## src/shared/usfl_map.svh

```systemverilog
// Register offsets, field positions, reset values and timing counts.
// Operation
// - Parity error flag, status bit 7, set on bad parity when parity enabled.
// - Parity error flag clears on status read then data register access.
// - Noise flag, status bit 6, rises with receive-full, never on overrun.
// - Noise flag clears on status read then data register access.
// - Framing error flag, status bit 5, sets on bad stop; same clearing.
// - Overrun flag, bit 4, sets on buffer overflow; blocks further transfers.
// - Overrun flag clears only on status read then data register access, or on port disable.
// - Receiver idle flag, bit 3, low from start detection to stop completion.
// - Receiver idle flag high from stop completion until next start detected.
// - Receive-full flag, bit 2, sets on word transfer; irq if enabled.
// - Noise, framing, parity flags set in the same cycle as receive-full.
// - Receive-full clears on flagged status read, data read, buffer empty.
// - Transmit idle flag, bit 1, set when empty and nothing being sent.
// - Transmit output held high whenever transmit idle flag is set.
// - Transmit idle clears on a data register write with the transmitter enabled.
// - Transmit idle stays low while data or break is queued.
// - Transmit-empty flag, bit 0, sets when shifter takes a character.
// - Transmit-empty clears on a data register write with the transmitter enabled.
// - Transmit-empty is held set while the transmitter is disabled.
// - Status flags are read only; writes to status are ignored.
// - Data shifts least significant bit first at baud generator rate.
// - Break holds output low at least 13 bit times, until request withdrawn.
// - Disabling port clears errors, receive-full; sets idles and empty.
`ifndef USFL_MAP_SVH
`define USFL_MAP_SVH
`define USFL_ADR_STATUS 8'h00
`define USFL_ADR_CTRL_A 8'h04
`define USFL_ADR_CTRL_B 8'h08
`define USFL_ADR_DATA 8'h0c
`define USFL_ADR_BAUD 8'h10
`define USFL_A_ENABLE 7
`define USFL_A_NINTH 6
`define USFL_A_PAR_EN 5
`define USFL_A_PAR_ODD 4
`define USFL_A_TWO_STOP 3
`define USFL_A_BREAK 2
`define USFL_A_RX8 1
`define USFL_A_TX8 0
`define USFL_B_TX_EN 7
`define USFL_B_RX_EN 6
`define USFL_B_RX_IRQ_EN 2
`define USFL_STATUS_RST 8'h0b
`define USFL_CTRL_RST 8'h00
`define USFL_BAUD_RST 8'h00
`define USFL_DATA_BITS 4'h8
`define USFL_VOTE_A 4'h7
`define USFL_VOTE_B 4'h8
`define USFL_VOTE_C 4'h9
`define USFL_PHASE_LAST 4'hf
`define USFL_BREAK_BITS 13
`define USFL_OVERSAMPLE 16
`define USFL_BREAK_TICKS (`USFL_BREAK_BITS * `USFL_OVERSAMPLE)
`endif

```

## src/shared/usfl_pkg.sv

```systemverilog
// Types shared by the serial port status logic.
package usfl_pkg;
    typedef struct packed {
        logic cyc;
        logic stb;
        logic we;
        logic [7:0] adr;
        logic [3:0] sel;
        logic [31:0] dat;
    } usfl_wb_req_type;

    typedef struct packed {
        logic ack;
        logic [31:0] dat;
    } usfl_wb_rsp_type;

    typedef enum logic [1:0] {
        USFL_RX_IDLE = 2'b00,
        USFL_RX_START = 2'b01,
        USFL_RX_DATA = 2'b11,
        USFL_RX_STOP = 2'b10
    } usfl_rx_state_type;

    typedef enum logic [2:0] {
        USFL_TX_IDLE = 3'b000,
        USFL_TX_START = 3'b001,
        USFL_TX_DATA = 3'b011,
        USFL_TX_STOP = 3'b010,
        USFL_TX_BREAK = 3'b110
    } usfl_tx_state_type;

    typedef struct packed {
        logic nf;
        logic fe;
        logic pe;
        logic [8:0] data;
    } usfl_rx_entry_type;

    typedef struct packed {
        logic ack;
        logic [31:0] rdata;
        logic [7:0] ctrl_a;
        logic [7:0] ctrl_b;
        logic [7:0] baud;
        logic [7:0] baud_cnt;
        logic parity_error_flag;
        logic nf;
        logic framing_error_flag;
        logic overrun_flag;
        logic receiver_idle_flag;
        logic rx_full;
        logic transmit_idle_flag;
        logic tx_empty;
        logic arm_err;
        logic arm_rx;
        usfl_rx_entry_type buf0;
        usfl_rx_entry_type buf1;
        logic [1:0] rx_cnt;
        usfl_rx_state_type rx_state;
        logic [3:0] rx_phase;
        logic [3:0] rx_bitn;
        logic [8:0] rx_shift;
        logic [1:0] rx_votes;
        logic rx_noise;
        logic rx_fe;
        usfl_tx_state_type tx_state;
        logic [3:0] tx_phase;
        logic [3:0] tx_bitn;
        logic [8:0] tx_shift;
        logic [8:0] tx_hold;
        logic [7:0] brk_cnt;
        logic tx_line;
    } usfl_state_type;
endpackage

```

## src/rtl/usfl_top.sv

```systemverilog
// Serial port status flags, receiver, transmitter and Wishbone registers.
//
// The register offsets and the Wishbone register port were chosen for this implementation.
`timescale 1ns/100ps
`include "usfl_map.svh"
module usfl_top
(
    input wire logic clk,
    input wire logic reset,
    input wire usfl_pkg::usfl_wb_req_type wb_req,
    output usfl_pkg::usfl_wb_rsp_type wb_rsp,
    input wire logic rx_in,
    output logic tx_out,
    output logic tx_oe,
    output logic rx_irq
);
    import usfl_pkg::*;

    usfl_state_type st;
    usfl_state_type next_st;
    logic acc;
    logic rd;
    logic wr;
    logic data_acc;
    logic tick;
    logic word_done;
    logic pop;
    logic head_load;
    logic bitval;
    logic [3:0] nbits;
    logic [8:0] rx_word;
    logic [8:0] tx_word;
    logic tx_par;
    usfl_rx_entry_type new_entry;
    usfl_rx_entry_type head_entry;

    assign nbits = `USFL_DATA_BITS + {3'h0, st.ctrl_a[`USFL_A_NINTH]};
    assign wb_rsp.ack = st.ack;
    assign wb_rsp.dat = st.rdata;
    assign tx_out = st.tx_line;
    assign tx_oe = st.ctrl_a[`USFL_A_ENABLE] & st.ctrl_b[`USFL_B_TX_EN];
    assign rx_irq = st.rx_full & st.ctrl_b[`USFL_B_RX_IRQ_EN];

    always_comb
    begin
        next_st = st;
        acc = wb_req.cyc & wb_req.stb & ~st.ack;
        rd = acc & ~wb_req.we;
        wr = acc & wb_req.we & wb_req.sel[0];
        data_acc = acc & (wb_req.adr == `USFL_ADR_DATA);
        word_done = 1'b0;
        pop = 1'b0;
        head_load = 1'b0;
        head_entry = st.buf0;
        bitval = 1'b0;
        rx_word = '0;
        new_entry = '0;
        // One cycle answer; unmapped offsets read zero and ignore writes.
        next_st.ack = acc;
        next_st.rdata = '0;
        if (rd)
        begin
            case (wb_req.adr)
                `USFL_ADR_STATUS: next_st.rdata[7:0] = {st.parity_error_flag, st.nf,
                    st.framing_error_flag, st.overrun_flag, st.receiver_idle_flag, st.rx_full, st.transmit_idle_flag,
                    st.tx_empty};
                `USFL_ADR_CTRL_A: next_st.rdata[7:0] = {st.ctrl_a[7:2],
                    st.buf0.data[8], 1'b0};
                `USFL_ADR_CTRL_B: next_st.rdata[7:0] = st.ctrl_b;
                `USFL_ADR_DATA: next_st.rdata[7:0] = st.buf0.data[7:0];
                `USFL_ADR_BAUD: next_st.rdata[7:0] = st.baud;
                default: next_st.rdata = '0;
            endcase
        end
        // The status offset has no write branch, so its flags stay put.
        if (wr)
        begin
            case (wb_req.adr)
                `USFL_ADR_CTRL_A: next_st.ctrl_a = {wb_req.dat[7:2],
                    st.ctrl_a[1], wb_req.dat[0]};
                `USFL_ADR_CTRL_B: next_st.ctrl_b = wb_req.dat[7:0];
                `USFL_ADR_BAUD: next_st.baud = wb_req.dat[7:0];
                default: next_st.baud = st.baud;
            endcase
        end
        tick = (st.baud_cnt == st.baud);
        next_st.baud_cnt = tick ? 8'h00 : st.baud_cnt + 8'h01;

        // Status read arms the clear; the next data access consumes it.
        if (rd && wb_req.adr == `USFL_ADR_STATUS)
        begin
            next_st.arm_err = 1'b1;
            next_st.arm_rx = st.rx_full;
        end
        if (data_acc)
        begin
            next_st.arm_err = 1'b0;
            next_st.arm_rx = 1'b0;
            if (st.arm_err)
            begin
                next_st.parity_error_flag = 1'b0;
                next_st.nf = 1'b0;
                next_st.framing_error_flag = 1'b0;
                next_st.overrun_flag = 1'b0;
            end
            pop = ~wb_req.we & st.arm_rx;
        end
        if (pop)
        begin
            if (st.rx_cnt == 2'h2)
            begin
                next_st.buf0 = st.buf1;
                next_st.rx_cnt = 2'h1;
                head_load = 1'b1;
                head_entry = st.buf1;
            end
            else
            begin
                next_st.rx_cnt = 2'h0;
                next_st.rx_full = 1'b0;
            end
        end

        // Receiver: three votes around the bit centre on each tick.
        bitval = (st.rx_votes[0] & st.rx_votes[1])
            | (rx_in & (st.rx_votes[0] | st.rx_votes[1]));
        if (st.rx_state == USFL_RX_IDLE)
        begin
            next_st.receiver_idle_flag = 1'b1;
            if (st.ctrl_b[`USFL_B_RX_EN] && !rx_in)
            begin
                next_st.rx_state = USFL_RX_START;
                next_st.rx_phase = 4'h0;
                next_st.rx_noise = 1'b0;
                next_st.rx_fe = 1'b0;
                next_st.receiver_idle_flag = 1'b0;
            end
        end
        else if (tick)
        begin
            next_st.rx_phase = st.rx_phase + 4'h1;
            if (st.rx_phase == `USFL_VOTE_A)
                next_st.rx_votes[0] = rx_in;
            if (st.rx_phase == `USFL_VOTE_B)
                next_st.rx_votes[1] = rx_in;
            if (st.rx_phase == `USFL_VOTE_C && st.rx_votes != {2{rx_in}})
                next_st.rx_noise = 1'b1;
            case (st.rx_state)
                USFL_RX_START:
                begin
                    if (st.rx_phase == `USFL_VOTE_C && bitval)
                        next_st.rx_state = USFL_RX_IDLE;
                    if (st.rx_phase == `USFL_PHASE_LAST)
                    begin
                        next_st.rx_state = USFL_RX_DATA;
                        next_st.rx_bitn = 4'h0;
                    end
                end
                USFL_RX_DATA:
                begin
                    if (st.rx_phase == `USFL_VOTE_C)
                    begin
                        next_st.rx_shift = {bitval, st.rx_shift[8:1]};
                        next_st.rx_bitn = st.rx_bitn + 4'h1;
                    end
                    if (st.rx_phase == `USFL_PHASE_LAST && st.rx_bitn == nbits)
                        next_st.rx_state = USFL_RX_STOP;
                end
                USFL_RX_STOP:
                begin
                    if (st.rx_phase == `USFL_VOTE_C)
                        next_st.rx_fe = ~bitval;
                    if (st.rx_phase == `USFL_PHASE_LAST)
                    begin
                        next_st.rx_state = USFL_RX_IDLE;
                        word_done = 1'b1;
                    end
                end
                default: next_st.rx_state = USFL_RX_IDLE;
            endcase
        end
        rx_word = st.ctrl_a[`USFL_A_NINTH] ? st.rx_shift
            : {1'b0, st.rx_shift[8:1]};
        new_entry.data = rx_word;
        new_entry.nf = st.rx_noise;
        new_entry.fe = st.rx_fe;
        new_entry.pe = st.ctrl_a[`USFL_A_PAR_EN]
            & ((^rx_word) != st.ctrl_a[`USFL_A_PAR_ODD]);
        // A full buffer or a standing overrun discards the new word.
        if (word_done && !st.overrun_flag)
        begin
            if (next_st.rx_cnt == 2'h2)
                next_st.overrun_flag = 1'b1;
            else if (next_st.rx_cnt == 2'h1)
            begin
                next_st.buf1 = new_entry;
                next_st.rx_cnt = 2'h2;
            end
            else
            begin
                next_st.buf0 = new_entry;
                next_st.rx_cnt = 2'h1;
                head_load = 1'b1;
                head_entry = new_entry;
            end
        end
        // Flags of a word land with its move into the data register.
        if (head_load)
        begin
            next_st.rx_full = 1'b1;
            next_st.nf = next_st.nf | head_entry.nf;
            next_st.framing_error_flag = next_st.framing_error_flag | head_entry.fe;
            next_st.parity_error_flag = next_st.parity_error_flag | head_entry.pe;
        end

        // Transmitter.
        tx_word = st.tx_hold;
        if (!st.ctrl_a[`USFL_A_NINTH])
            tx_word[8] = 1'b0;
        tx_par = (st.ctrl_a[`USFL_A_NINTH] ? ^tx_word[7:0] : ^tx_word[6:0])
            ^ st.ctrl_a[`USFL_A_PAR_ODD];
        if (st.ctrl_a[`USFL_A_PAR_EN] && st.ctrl_a[`USFL_A_NINTH])
            tx_word[8] = tx_par;
        else if (st.ctrl_a[`USFL_A_PAR_EN])
            tx_word[7] = tx_par;
        if (wr && wb_req.adr == `USFL_ADR_DATA
            && st.ctrl_b[`USFL_B_TX_EN])
        begin
            next_st.tx_hold = {st.ctrl_a[`USFL_A_TX8], wb_req.dat[7:0]};
            next_st.tx_empty = 1'b0;
        end
        case (st.tx_state)
            USFL_TX_IDLE:
            begin
                next_st.tx_line = 1'b1;
                if (!st.tx_empty)
                begin
                    next_st.tx_shift = tx_word;
                    next_st.tx_empty = 1'b1;
                    next_st.tx_state = USFL_TX_START;
                    next_st.tx_phase = 4'h0;
                    next_st.tx_line = 1'b0;
                end
                else if (st.ctrl_a[`USFL_A_BREAK])
                begin
                    next_st.tx_state = USFL_TX_BREAK;
                    next_st.brk_cnt = 8'h00;
                    next_st.tx_line = 1'b0;
                end
            end
            USFL_TX_START:
            begin
                if (tick)
                    next_st.tx_phase = st.tx_phase + 4'h1;
                if (tick && st.tx_phase == `USFL_PHASE_LAST)
                begin
                    next_st.tx_state = USFL_TX_DATA;
                    next_st.tx_bitn = 4'h0;
                    next_st.tx_line = st.tx_shift[0];
                end
            end
            USFL_TX_DATA:
            begin
                if (tick)
                    next_st.tx_phase = st.tx_phase + 4'h1;
                if (tick && st.tx_phase == `USFL_PHASE_LAST)
                begin
                    next_st.tx_shift = {1'b0, st.tx_shift[8:1]};
                    next_st.tx_bitn = st.tx_bitn + 4'h1;
                    next_st.tx_line = st.tx_shift[1];
                    if (st.tx_bitn + 4'h1 == nbits)
                    begin
                        next_st.tx_state = USFL_TX_STOP;
                        next_st.tx_bitn = 4'h0;
                        next_st.tx_line = 1'b1;
                    end
                end
            end
            USFL_TX_STOP:
            begin
                next_st.tx_line = 1'b1;
                if (tick)
                    next_st.tx_phase = st.tx_phase + 4'h1;
                if (tick && st.tx_phase == `USFL_PHASE_LAST)
                begin
                    next_st.tx_bitn = st.tx_bitn + 4'h1;
                    if (st.tx_bitn[0] == st.ctrl_a[`USFL_A_TWO_STOP])
                        next_st.tx_state = USFL_TX_IDLE;
                end
            end
            USFL_TX_BREAK:
            begin
                next_st.tx_line = 1'b0;
                if (tick && st.brk_cnt != 8'(`USFL_BREAK_TICKS))
                    next_st.brk_cnt = st.brk_cnt + 8'h01;
                if (st.brk_cnt == 8'(`USFL_BREAK_TICKS)
                    && !st.ctrl_a[`USFL_A_BREAK])
                begin
                    next_st.tx_state = USFL_TX_IDLE;
                    next_st.tx_line = 1'b1;
                end
            end
            default: next_st.tx_state = USFL_TX_IDLE;
        endcase
        // A dropped transmitter enable aborts and empties the holding stage.
        if (!next_st.ctrl_b[`USFL_B_TX_EN])
        begin
            next_st.tx_empty = 1'b1;
            next_st.tx_state = USFL_TX_IDLE;
            next_st.tx_line = 1'b1;
        end
        if (!next_st.ctrl_b[`USFL_B_RX_EN])
        begin
            next_st.rx_state = USFL_RX_IDLE;
            next_st.receiver_idle_flag = 1'b1;
        end
        if (!next_st.ctrl_a[`USFL_A_ENABLE])
        begin
            next_st.ctrl_b[`USFL_B_TX_EN] = 1'b0;
            next_st.ctrl_b[`USFL_B_RX_EN] = 1'b0;
            next_st.ctrl_a[`USFL_A_BREAK] = 1'b0;
            next_st.baud_cnt = 8'h00;
            next_st.parity_error_flag = 1'b0;
            next_st.nf = 1'b0;
            next_st.framing_error_flag = 1'b0;
            next_st.overrun_flag = 1'b0;
            next_st.rx_full = 1'b0;
            next_st.rx_cnt = 2'h0;
            next_st.receiver_idle_flag = 1'b1;
            next_st.tx_empty = 1'b1;
            next_st.rx_state = USFL_RX_IDLE;
            next_st.tx_state = USFL_TX_IDLE;
            next_st.tx_line = 1'b1;
        end
        next_st.transmit_idle_flag = next_st.tx_empty & ~next_st.ctrl_a[`USFL_A_BREAK]
            & (next_st.tx_state == USFL_TX_IDLE);
    end

    always_ff @(posedge clk)
    begin
        if (reset)
        begin
            st <= '0;
            {st.parity_error_flag, st.nf, st.framing_error_flag, st.overrun_flag, st.receiver_idle_flag, st.rx_full,
                st.transmit_idle_flag, st.tx_empty} <= `USFL_STATUS_RST;
            st.ctrl_a <= `USFL_CTRL_RST;
            st.ctrl_b <= `USFL_CTRL_RST;
            st.baud <= `USFL_BAUD_RST;
            st.tx_line <= 1'b1;
            st.rx_state <= USFL_RX_IDLE;
            st.tx_state <= USFL_TX_IDLE;
        end
        else
        begin
            st <= next_st;
        end
    end
endmodule // usfl_top

```

## config.mk

```make
export PLATFORM = sky130hd
export DESIGN_NAME = usfl_top
export DESIGN_NICKNAME = d
export VERILOG_FILES = /design/src/shared/usfl_pkg.sv /design/src/rtl/usfl_top.sv
export VERILOG_INCLUDE_DIRS = /design/src /design/src/shared
export SDC_FILE = /design/constraint.sdc
export NUM_CORES = 1
export LEC_CHECK = 0
export ABC_AREA = 1
export BUFFER_PORTS_ARGS = -buffer_cell sky130_fd_sc_hd__buf_4
export CAP_MARGIN = 0
export CORE_MARGIN = 1
export CORE_UTILIZATION = 30
export DETAILED_ROUTE_END_ITERATION = 10
export GPL_ROUTABILITY_DRIVEN = 0
export REMOVE_ABC_BUFFERS = 1
export SLEW_MARGIN = 25
export SYNTH_ARGS = -nofsm -noshare
export SYNTH_HDL_FRONTEND = slang
export SYNTH_SLANG_ARGS = --single-unit
```

## constraint.sdc

```tcl
create_clock -name clk -period 2.4 [get_ports clk]
set_input_delay 0 -clock clk [delete_from_list [all_inputs] [get_ports clk]]
set_output_delay 0 -clock clk [all_outputs]
set_load 0.01 [all_outputs]
```

# Word-level counts from Yosys, hierarchy flattened
# Index checks and enable logic that the tools add are counted.
# Widths: inputs -> output; s select.
dict set report totals {
  reg_bits 161
  input_bits 50
  out_inout_bits 36
  elab_cells 277
}
dict set report op_classes {
  add_sub_neg 7
  eq_ne 42
  mux 97
  n_bitwise 30
  reduce_logical 58
}
# operator n
set op_table {}
lappend op_table {{$mux 12} 6}
lappend op_table {{$mux 26} 2}
lappend op_table {{$mux 8} 5}
lappend op_table {{$pmux 8 s5} 1}
lappend op_table {{$mux 1} 38}
lappend op_table {{$mux 9} 4}
lappend op_table {{$mux 3} 11}
lappend op_table {{$mux 4} 8}
lappend op_table {{$mux 13} 2}
lappend op_table {{$mux 24} 1}
lappend op_table {{$mux 23} 1}
lappend op_table {{$reduce_and 3->1} 7}
lappend op_table {{$ne 2x2->1 const B} 10}
lappend op_table {{$pmux 9 s2} 1}
lappend op_table {{$reduce_bool 2->1} 9}
lappend op_table {{$add 4x1->4 const B} 4}
lappend op_table {{$add 8x1->8 const B} 2}
lappend op_table {{$eq 4x4->1 const B} 4}
lappend op_table {{$eq 8x4->1 const B} 2}
lappend op_table {{$mux 2} 8}
lappend op_table {{$pmux 4 s2} 2}
lappend op_table {{$pmux 8 s2} 1}
lappend op_table {{$reduce_and 4->1} 4}
lappend op_table {{$pmux 3 s5} 1}
lappend op_table {{other kinds (41)} 100}

# Depth between registers and ports, before layout
# Gate-level depths: netlist of run 1.
dict set report depth {
  word_depth 13
  ltp_mapped 18
  depth_no_buf 17
}

# Worst setup path after synthesis of run 1
# Ideal clock, no wire load.
dict set report synth_timing {
  kind {register to register}
  from {register st, in the netlist wb_rsp[32]}
  to {register st[81] in the netlist's numbering}
  setup_ns 0.136
  t_arrival_ns 2.286
  t_required_ns 2.264
  setup_slack_ns -0.021
  path_stages_with_launch 18
  path_buffers 2
  synth_period_minus_slack_ns 2.421
  cell_sequence {dfxtp_1 -> nor2_1 -> nand2_1 -> nor2_1 -> nand3_1 -> inv_1 -> nand2_1 -> buf_2 -> nand2_1 -> inv_1 -> ha_1 -> inv_1 -> nand3_2 -> nor2_4 -> inv_2 -> clkbuf_1 -> o21ai_0 -> a31oi_1}
}
dict set report synth_via {
  elab_chain_len 9
  word_cells_on_any_way 11
  cone_classes {2 x eq/ne; 6 x mux; 3 x bitwise}
}
# element line_no
set synth_rtl {}
lappend synth_rtl {{from (decl)} usfl_top.sv:19} ;# usfl_state_type st;
lappend synth_rtl {{from (signal assigned)} usfl_top.sv:355} ;# st <= next_st;
lappend synth_rtl {{$not 1->1 (*)} usfl_top.sv:47} ;# acc = wb_req.cyc & wb_req.stb & ~st.ack;
lappend synth_rtl {{$and 1x1->1 (*)} usfl_top.sv:47}
lappend synth_rtl {{$and 1x1->1 (*)} usfl_top.sv:50} ;# data_acc = acc & (wb_req.adr == `USFL_ADR_DATA);
lappend synth_rtl {{$mux 1 (*)} usfl_top.sv:95} ;# if (data_acc)
lappend synth_rtl {{$mux 2} usfl_top.sv:108} ;# if (pop)
lappend synth_rtl {{$eq 2x1->1} usfl_top.sv:194} ;# else if (next_st.rx_cnt == 2'h1)
lappend synth_rtl {{$mux 12} usfl_top.sv:194}
lappend synth_rtl {{$mux 26} usfl_top.sv:192} ;# if (next_st.rx_cnt == 2'h2)
lappend synth_rtl {{$mux 26 (*)} usfl_top.sv:190} ;# if (word_done && !st.overrun_flag)
# Mark *: on every way between the ends. The rest lies on a longest branch, timed or not.
# A chain may end at the register's enable or synchronous reset.

# Worst setup path after layout of run 1
dict set report layout_timing {
  from {register st, in the netlist wb_rsp[32]}
  to {register st[96] in the netlist's numbering}
}
dict set report layout_via {
  elab_chain_len 11
  word_cells_on_any_way 23
  cone_classes {2 x eq/ne; 13 x mux; 7 x bitwise; 1 x reduce/logical}
}
# element line_no
set layout_rtl {}
lappend layout_rtl {{$not 1->1 (*)} usfl_top.sv:47}
lappend layout_rtl {{$and 1x1->1 (*)} usfl_top.sv:47}
lappend layout_rtl {{$and 1x1->1} usfl_top.sv:50}
lappend layout_rtl {{$mux 1} usfl_top.sv:95}
lappend layout_rtl {{$mux 2} usfl_top.sv:108}
lappend layout_rtl {{$eq 2x1->1} usfl_top.sv:194}
lappend layout_rtl {{$mux 12} usfl_top.sv:194}
lappend layout_rtl {{$mux 12} usfl_top.sv:192}
lappend layout_rtl {{$mux 12} usfl_top.sv:190}
lappend layout_rtl {{$or 1x1->1} usfl_top.sv:213} ;# next_st.parity_error_flag = next_st.parity_error_flag | head_entry.pe;
lappend layout_rtl {{$mux 3} usfl_top.sv:208} ;# if (head_load)
# Marked as above.

==> results of run 1 <==
registers in the layout, indices dropped and copies added (netlist names):
name       cells
new_entry      2
st           125
tx_out         1
wb_rsp         9
cells by family (layout without fill, tap and decap cells):
logic type                 Yosys count  after routing  share of synthesized area (%)
AOI/OAI and AO/OA                  231            231                           18.6
adders and majority gates           11             11                           1.98
other                                1             24                         0.0539
buffers and inverters              189            224                           12.5
DFF                                137            137                           39.4
and+or+nand+nor                    407            407                           25.1
xor gates and xnor gates            19             19                           2.39
cells in the mapped netlist, types with 3 or more instances:
library cell and instances:
buf_4 33, o21ai_1 3, o211ai_1 4, inv_2 8, nand3_1 28, nor3_1 19, nand3b_1 4, nand4_1 9
nor2_2 6, a221oi_1 5, ha_1 11, nand2_2 5, a21oi_1 84, nand2_1 221, o21a_1 4, a31oi_1 16
o22ai_1 3, dfxtp_1 137, xnor2_1 6, o21ai_2 5, buf_2 9, nor2_1 102, inv_1 119, xor2_1 13
o21ai_0 88, clkbuf_1 14, o2111ai_1 3, a211oi_1 8, clkinv_1 4, a21oi_2 3
cell type report:
cell class	count	area share, %
clock buffer	18	5.26
clock inverter	14	2.15
inverter	131	6.05
multi-input combinational	692	42.4
sequential	137	33.6
tap	285	4.37
timing repair buffer	61	6.19
metrics by stage:
| stage | cells | hold WS [ns] | TNS, ns | utilization (%) |
|---|---|---|---|---|
| 2_1_floorplan | 960 | 0.0691 | -5.05 | - |
| 3_3_place_gp | 1292 | 0.281 | 0 | 32.5 |
| 3_5_place_dp | 1292 | 0.289 | 0 | 32.5 |
| 4_1_cts | 1338 | 0.0695 | 0 | 35.8 |
| 5_1_grt | 1338 | 0.0753 | -0.0113 | 35.9 |
| 6_report | 1338 | 0.0713 | 0 | 35.9 |
repair_timing:
item / in CTS / in global routing
hold buffers: 14 / 0
hold endpoints to repair: 41 / 0
gates resized for setup: 0 / 11
endpoints found under the setup margin: 0 / 18
critical path, delay by kind of cell (launching register included):
kind | cells | cell delay, ns
adder cells (fa/ha/maj) | 1 | 0.20
buffers and inverters | 4 | 0.36
AND/OR/NAND/NOR | 11 | 1.17
AO/OA/AOI/OAI | 1 | 0.12
flip-flops | 1 | 0.31
per-layer routing:
metal | vias to the layer above | global-route usage, %
met5 | - | 0
met1 | 2844 | 19.7
met4 | 0 | 4.67
li1 | 3263 | -
met2 | 105 | 24.9
met3 | 18 | 3.19
power groups by stage:
stage	logic [mW]	registers [mW]	clock network (mW)
after global routing	0.170	2.27	2.84
final	0.154	2.28	2.68
after global placement	0.135	2.33	0
after detailed placement	0.135	2.33	0
after CTS	0.152	2.27	2.74
after floorplan	0.0620	2.33	0
worst max-delay path by stage:
stage / start / endpoint / slack, ns / depth (start not counted)
detailed placement: wb_rsp[32] / st[94] / 0.09 / 16
global route: wb_rsp[32] / st[96] / -0.01 / 17
CTS: wb_rsp[32] / st[94] / 0.08 / 16
global placement: wb_rsp[32] / st[95] / 0.19 / 16
floorplan: wb_req[41] / st[73] / -0.52 / 15
finish: wb_rsp[32] / st[96] / 0.16 / 17
==> results.cfg, run 1 <==
[synthesis]
yosysTopAreaCellShare_pct = 39.4
yosysSeqAreaShare_pct = 39.4
yosys-top-cells-area = dfxtp_1 (39%), nand2_1 (12%), inv_1 (6.4%)
async_flop_share_pct = 0
ys_types = 47
yosysWarnings = 0
yosys_register_bits = 137
syn_inst = 995
synth_area_sq_um = 6960
ys.flop_type = dfxtp_1
yosysTopAreaCell = dfxtp_1
synth_area_per_cell_sq_um = 6.99
synth-edff-count = 0

[min_path]
min_delay_worst_endpoint = st[88]
hp-class = input port to flop
holdPathStages = 5
min-delay-start = wb_req[44]

[cts]
cts_buffer_depth = 2
root_buffer = clkbuf_16
h-tree-depth = 4
cts_buffers = 17
clock_latency_ns = 0.43
cts_tree = yes
clock-sinks = 137
cts_setup_buffers = 0
path_clk_slew_ns = 0.07

[sta]
hold_viol = 0
setup_ws_ns = 0.165
min_period_over_period_pct = 93.1
fmax_ghz = 0.447
fin_crit_ns = 2.24
skew_ns = 0.0120
slew_violations = 0
setup_violations = 0

[drt]
dr_wl_met2_mm = 8.06
via_per_inst = 4.66
detail_route.wirelength.met1_mm = 8.49
dr.max_layer_used = met4
dr.pass1.iters = 5
drtAntennaViolNets = 0
drt_iter0_drc = 322
avgRoutedWirePerCell_um = 13.0
num_vias = 6230
drcViolationCount = 0
drt_wl_total_mm = 17.4
met3_length_um = 663

[run_status]
status = complete, no violations

[finish]
final_cell_mix = nand2_1 (219), dfxtp_1 (137), inv_1 (117)
syn_to_final_growth_pct = 17.3
fin_area_sq_um = 8160
drive_above_1_share_pct = 11.8
fillerInstances = 2428
final_nets = 1101
antennaDiodeCount = 0
ff_latch_area_sq_um = 2740
multiInputGateArea_sq_um = 3460
final_common_cell = nand2_1

[power]
intPower_mw = 3.97
clkPwrFrac_pct = 52.5
power_per_cell_area_nw_per_um2 = 626
p_leak_nw = 3.32
vdd_drop_max_v = 0.000357
comb_power_share_pct = 3.0
totalPowerFinal_mw = 5.11
p_seq_share_pct = 44.5
netSwitchingPower_mw = 1.14
p_sw_share_pct = 22.3

[floorplanning]
initial_core_util_pct = 30.6
std_cell_rows = 55
io_pins = 86
die_w_um = 154
die-area_sq_um = 23800
core_sq_um = 22700
die_y_um = 154

[worst_setup_path]
r2r_setup_slack_ns = 0.16
r2r-end = st[96]
endpoint_kind = flop
reg2reg_from = wb_rsp[32]
rr_worst_depth = 17
path_cells = nor2_1, nand2_2, nor2_4, nand3_2, inv_2, nand2_1, nand2_2, inv_1, ha_1, inv_1, nand3_2, nor2_4, buf_4, nand4_1, nand2_1, nand2_1, a21oi_2
cp-start-kind = flop
crit_fanout = 4
cp_common_cell = nand2_1
slowest_delay_ns = 0.31
critPathKind = flop to flop
required_ns = 2.76
slowest_stage = dfxtp_1
worstPathArrival_ns = 2.60

[placed_design]
numPortBuffers = 34
pre_cts_ws_ns = 0.0921
dp_hpwl_mm = 12.7
placed_area_sq_um = 7390

[global_route]
gr-total-overflow = 0
antenna_found_initial = 0
grt_use_total_pct = 15.1
first_global_vias = 5786
grt_start_max_net_pins = 70
grt_first_pass_wirelength_mm = 28.4

[job]
maxCapViolCount = 0
No activity file was read; power rests on OpenSTA's default activity.
==> run 2: changes to the inputs <==
--- a/config.mk
+++ b/config.mk
@@ -6,7 +6,6 @@
 export SDC_FILE = /design/constraint.sdc
 export NUM_CORES = 1
 export LEC_CHECK = 0
-export ABC_AREA = 1
 export BUFFER_PORTS_ARGS = -buffer_cell sky130_fd_sc_hd__buf_4
 export CAP_MARGIN = 0
 export CORE_MARGIN = 1
==> constraint.sdc (replaced) <==
create_clock -name clk -period 1.9 [get_ports clk]
set_input_delay 0.38 -clock clk [delete_from_list [all_inputs] [get_ports clk]]
set_output_delay 0.38 -clock clk [all_outputs]
set_load 0.01 [all_outputs]
==> results.cfg, run 2 <==
[synthesis]
yosysTopAreaCell = dfxtp_1
synth_xor_xnor_area_share_pct = 5.85
yosysSeqAreaShare_pct = 39.7
synth_compound_area_share_pct = 13.7
ys_types = 69
yosys-top-cells-area = dfxtp_1 (40%), mux2i_1 (6.5%), nor2_1 (5.7%)
muxShareOfSynthArea_pct = 9.35
syn_inst = 777
synth-edff-count = 0
synthTopCellsByCount = dfxtp_1 (134), nor2_1 (103), nand2_1 (80)
yosys.area_share.simple_pct = 22.4
synth_fa_ha_area_share_pct = 2.18
async_flop_share_pct = 0
synth_area_per_cell_sq_um = 8.70
ys.flop_type = dfxtp_1
yosysTopAreaCellShare_pct = 39.7
post-synth-top-count-cell = dfxtp_1
yosys_register_bits = 134
synth_top_family_by_area = simple AND/OR/NAND/NOR gates
yosysWarnings = 0
synth_area_sq_um = 6760

[finish]
regMostFlops = st
multiInputGateArea_sq_um = 4370
final_nets = 989
final_common_cell = buf_4
ff_latch_area_sq_um = 2700
fin_area_sq_um = 9680
largest_register_ffs = 122
final_cell_mix = buf_4 (143), dfxtp_1 (127), nor2_1 (86)
drive_above_1_share_pct = 38.3
fillerInstances = 2069
antennaDiodeCount = 0
syn_to_final_growth_pct = 43.3
instances_no_fill = 1220

[run_status]
violations = design-rule violations, negative setup slack
status = finished, violations left

[worst_setup_path]
rr_worst_depth = 10
required_ns = 2.19
slowest_delay_ns = 0.44
cp_common_cell = a21oi_4
r2r_setup_slack_ns = -0.47
r2r-end = st[83]
crit_start = wb_rsp[32]
path_cells = nand3b_1, nor2_4, nand3_4, nor3b_4, a21oi_4, ha_4, or3_4, buf_8, a21oi_4, a211oi_2
endpoint_kind = flop
reg2reg_from = wb_rsp[32]
cp-start-kind = flop
worstPathArrival_ns = 2.66
slowest_stage = or3_4
crit_fanout = 5
critPathKind = flop to flop

[cts]
cts_buffers = 17
cts_tree = yes
clock-sinks = 134
path_clk_slew_ns = 0.06
h-tree-depth = 4
clock_latency_ns = 0.42
root_buffer = clkbuf_16
cts_buffer_depth = 2
cts_hold_buf = 0

[power]
power_per_cell_area_nw_per_um2 = 692
p_leak_nw = 3.79
vdd_drop_max_v = 0.000439
totalPowerFinal_mw = 6.70

[placed_design]
pre_cts_ws_ns = -0.746
dp_hpwl_mm = 13.2
placed_area_sq_um = 7920
place_inst = 1156
numPortBuffers = 34

[floorplanning]
die_y_um = 152
std_cell_rows = 54
die-area_sq_um = 23100
die_w_um = 152
core_sq_um = 22000
io_pins = 86
initial_core_util_pct = 30.8

[sta]
tightestPinTransition_ns = 0.683
grt_setup_unrepaired = true
min_period_over_period_pct = 125
setup_violations = 75
fmax_ghz = 0.423
slew_violations = 0
skew_ns = 0.00985
hold_slack_ns = 0.230
fin_crit_ns = 2.37
hold_viol = 0
max_slew_margin_pct = 53.8
setup_ws_ns = -0.466

[drt]
num_vias = 6152
via_per_inst = 5.04
avgRoutedWirePerCell_um = 16.0
drtAntennaViolNets = 0
dr.pass1.iters = 8
drt_wl_total_mm = 19.5
drt_iter0_drc = 364
drcViolationCount = 8

[min_path]
hp-class = input port to flop
min-delay-start = wb_req[5]
min_delay_worst_endpoint = st[14]
holdPathStages = 3

[global_route]
grt_use_total_pct = 16.5
antenna_found_initial = 0
gr-total-overflow = 0
first_global_vias = 5875
grt_first_pass_wirelength_mm = 30.4
grt_start_max_net_pins = 43

[job]
maxCapViolCount = 0
[run 2: changes by cell type in the layout (fill, tap and decap cells not counted), sizes merged, moves of 38 or more]
cell and change:
a21oi -38, buf +131, inv -112, mux2i +44
nand2 -148, o21ai -80
[run 2: area by class of cell]
class | instances | area share, %
Timing Repair Buffer | 179 | 16.1
Tap cell | 280 | 3.62
Sequential cell | 134 | 27.9
Multi-Input combinational cell | 583 | 45.1
Clock inverter | 11 | 2.00
Inverter | 13 | 0.504
Clock buffer | 20 | 4.82
[run 2: what timing repair did]
| action | 4_1_cts | 5_1_grt |
|---|---|---|
| endpoints found under the setup margin | 88 | 95 |
| buffers inserted | 12 | 17 |
| gates cloned | 4 | 1 |
| resized for setup | 96 | 103 |
| endpoints found under the hold margin | 0 | 0 |
| pin swaps | 54 | 58 |
[run 2: cells by family after synthesis]
logic type | Yosys count
AND/OR/NAND/NOR | 309
other | 1
flip-flops | 134
XOR/XNOR | 42
multiplexers | 61
AO/OA/AOI/OAI | 134
adder cells (fa/ha/maj) | 12
buffers and inverters | 84
[run 2: per-stage QoR]
step,setup TNS [ns],util [%]
final,-22.29,44.1
after global routing,-28.72,44.1
after CTS,-18.35,41.3
after global placement,-35.88,36.1
after floorplan,-66.36,-
after detailed placement,-37.96,36.1
[run 2: how the worst max path moves through the flow]
stage              to  slack [ns]  cells after the start
2_1_floorplan  st[71]       -2.10                      9
3_3_place_gp   st[71]       -0.71                     11
3_5_place_dp   st[66]       -0.75                     11
4_1_cts        st[90]       -0.38                      6
5_1_grt        st[83]       -0.57                     10
6_report       st[83]       -0.47                     10
[run 2: critical path: cells and delay by family (launching register included)]
| family | cells | cell delay, ns |
|---|---|---|
| flip-flops | 1 | 0.32 |
| adder cells (fa/ha/maj) | 1 | 0.19 |
| buffers and inverters | 1 | 0.17 |
| AND/OR/NAND/NOR | 5 | 1.29 |
| AO/OA/AOI/OAI | 3 | 0.25 |
[run 2: report_power, final]
group          switching (mW)  internal [mW]
Sequential           0.000591           2.81
Clock                    1.26           2.43
Combinational           0.130         0.0715
Total                    1.39           5.31
[run 2: layer usage]
| metal | routed length (um) | GRT usage [%] | vias to the layer above |
|---|---|---|---|
| li1 | - | - | 3005 |
| met2 | 9780 | 28.1 | 132 |
| met3 | 829 | 3.68 | 23 |
| met4 | 259 | 4.81 | 0 |
| met1 | 8600 | 20.9 | 2992 |
| met5 | 0 | 0 | - |
==> run 3: changes to the inputs <==
--- a/config.mk
+++ b/config.mk
@@ -8,10 +8,12 @@
 export LEC_CHECK = 0
 export BUFFER_PORTS_ARGS = -buffer_cell sky130_fd_sc_hd__buf_4
 export CAP_MARGIN = 0
+export CORE_ASPECT_RATIO = 1.1
 export CORE_MARGIN = 1
 export CORE_UTILIZATION = 30
 export DETAILED_ROUTE_END_ITERATION = 10
 export GPL_ROUTABILITY_DRIVEN = 0
+export PLACE_DENSITY = 0.57
 export REMOVE_ABC_BUFFERS = 1
 export SLEW_MARGIN = 25
 export SYNTH_ARGS = -nofsm -noshare
==> results.cfg, run 3 (same netlist as run 2, synthesis figures left out) <==
[run_status]
status = finished, violations left
violations = negative setup slack

[worst_setup_path]
slowest_delay_ns = 0.56
endpoint_kind = flop
worstSetupPathDepth = 6
path_cells = xor2_2, or4_4, or3_4, a211o_1, mux2_2, nor2_1
cp-start-kind = flop
crit_start = st[97]
required_ns = 2.26
reg2reg_from = st[97]
crit_family = simple AND/OR/NAND/NOR gates
critPathBufInv = 0
endpoint = st[27]
critPathKind = flop to flop
slowest_stage = or4_4
worstPathArrival_ns = 2.64
r2r-end = st[27]
r2r_setup_slack_ns = -0.38
crit_fanout = 5
rr_worst_depth = 6

[global_route]
grt_use_met1_pct = 19.7
grt_start_max_net_pins = 43
top_usage_layer = met2
gr-total-overflow = 0
met3_usage_pct = 3.93
first_global_vias = 5605
met2_usage_pct = 27.5
grt_first_pass_wirelength_mm = 29.3
grt_use_total_pct = 16.0
antenna_found_initial = 0

[power]
netSwitchingPower_mw = 1.35
p_seq_share_pct = 44.6
comb_power_share_pct = 3.2
intPower_mw = 4.95
p_sw_share_pct = 21.4
vdd_drop_max_v = 0.000419
p_leak_nw = 3.64
clkPwrFrac_pct = 52.2
totalPowerFinal_mw = 6.30
power_per_cell_area_nw_per_um2 = 673

[finish]
instances_no_fill = 1221
syn_to_final_growth_pct = 38.5
final_common_cell = buf_4
largest_register_ffs = 122
utilization_pct = 42.3
fillerInstances = 2181
antennaDiodeCount = 0
regMostFlops = st
final_nets = 974
fin_area_sq_um = 9360
drive_above_1_share_pct = 36.3
final_cell_mix = buf_4 (139), dfxtp_1 (127), nor2_1 (85)

[cts]
cts_buffer_depth = 2
h-tree-depth = 4
clock-sinks = 134
path_clk_slew_ns = 0.06
cts_buffers = 17
cts_hold_buf = 0
cts_tree = yes
clock_latency_ns = 0.43
root_buffer = clkbuf_16

[floorplanning]
io_pins = 86
die_w_um = 145
core_sq_um = 22100
initial_core_util_pct = 30.6
die-area_sq_um = 23100
std_cell_rows = 57
die_y_um = 159

[drt]
avgRoutedWirePerCell_um = 15.3
drcViolationCount = 0
num_vias = 5932
drt_iter0_drc = 330
via_per_inst = 4.86
drtAntennaViolNets = 0
dr.pass1.iters = 5
drt_wl_total_mm = 18.6

[sta]
max_slew_margin_pct = 59.5
setup_violations = 73
tightestPinTransition_ns = 0.607
min_period_over_period_pct = 120
skew_ns = 0.0144
fmax_ghz = 0.439
setup_ws_ns = -0.379
slew_violations = 0
grt_setup_unrepaired = true
hold_slack_ns = 0.222
final.setup.tns_ns = -16.43
fin_crit_ns = 2.28
hold_viol = 0

[placed_design]
numPortBuffers = 34
dp_hpwl_mm = 13.2
placed_area_sq_um = 7920
pre_cts_ws_ns = -0.772
place_inst = 1167

[min_path]
hp-class = input port to flop

[job]
maxCapViolCount = 0
run 3: cell types whose count changed in the layout (fill, tap and decap cells not counted), sizes merged:
cell      change
inv           -3
clkinvlp      +1
bufinv        -4
buf          -16
clkinv        +2
clkbuf        +6
run 3: power by group through the flow:
stage                     Combinational (mW)  Sequential, mW  Clock [mW]
after global routing                   0.215            2.81        3.49
after detailed placement               0.190            2.87           0
after floorplan                       0.0503            2.87           0
after global placement                 0.190            2.87           0
final                                  0.200            2.81        3.29
after CTS                              0.193            2.81        3.34
run 3: worst min-delay path by stage:
| stage | startpoint | to | slack (ns) | cells after the start |
|---|---|---|---|---|
| 2_1_floorplan | st[88] | st[88] | 0.42 | 2 |
| 3_3_place_gp | st[67] | st[67] | 0.44 | 2 |
| 3_5_place_dp | st[121] | st[121] | 0.44 | 2 |
| 4_1_cts | wb_req[46] | wb_rsp[32] | 0.22 | 3 |
| 5_1_grt | wb_req[46] | wb_rsp[32] | 0.22 | 3 |
| 6_report | wb_req[46] | wb_rsp[32] | 0.22 | 3 |
run 3: timing repair:
item,CTS,global route
setup endpoints to repair,78,89
cloned,2,3
setup buffers,14,9
resized for setup,69,102
pin swaps,37,69
run 3: worst min-delay path, stage by stage:
cell      delay, ns
buf_4          0.11
nand3b_1       0.08
nor2_1         0.04
run 3: area by class of cell:
| cell class | instances | area (sq um) | area share (%) |
|---|---|---|---|
| Multi-Input combinational cell | 583 | 4260 | 45.5 |
| Clock buffer | 25 | 536 | 5.72 |
| Clock inverter | 7 | 65.1 | 0.695 |
| Inverter | 13 | 48.8 | 0.521 |
| Tap cell | 295 | 369 | 3.94 |
| Sequential cell | 134 | 2690 | 28.8 |
| Timing Repair Buffer | 164 | 1390 | 14.8 |
run 3: per-layer routing:
layer,share of wire [%],wire length (um)
met3,3.9,723
met4,1.6,299
met2,51,9420
met1,44,8200
met5,0,0
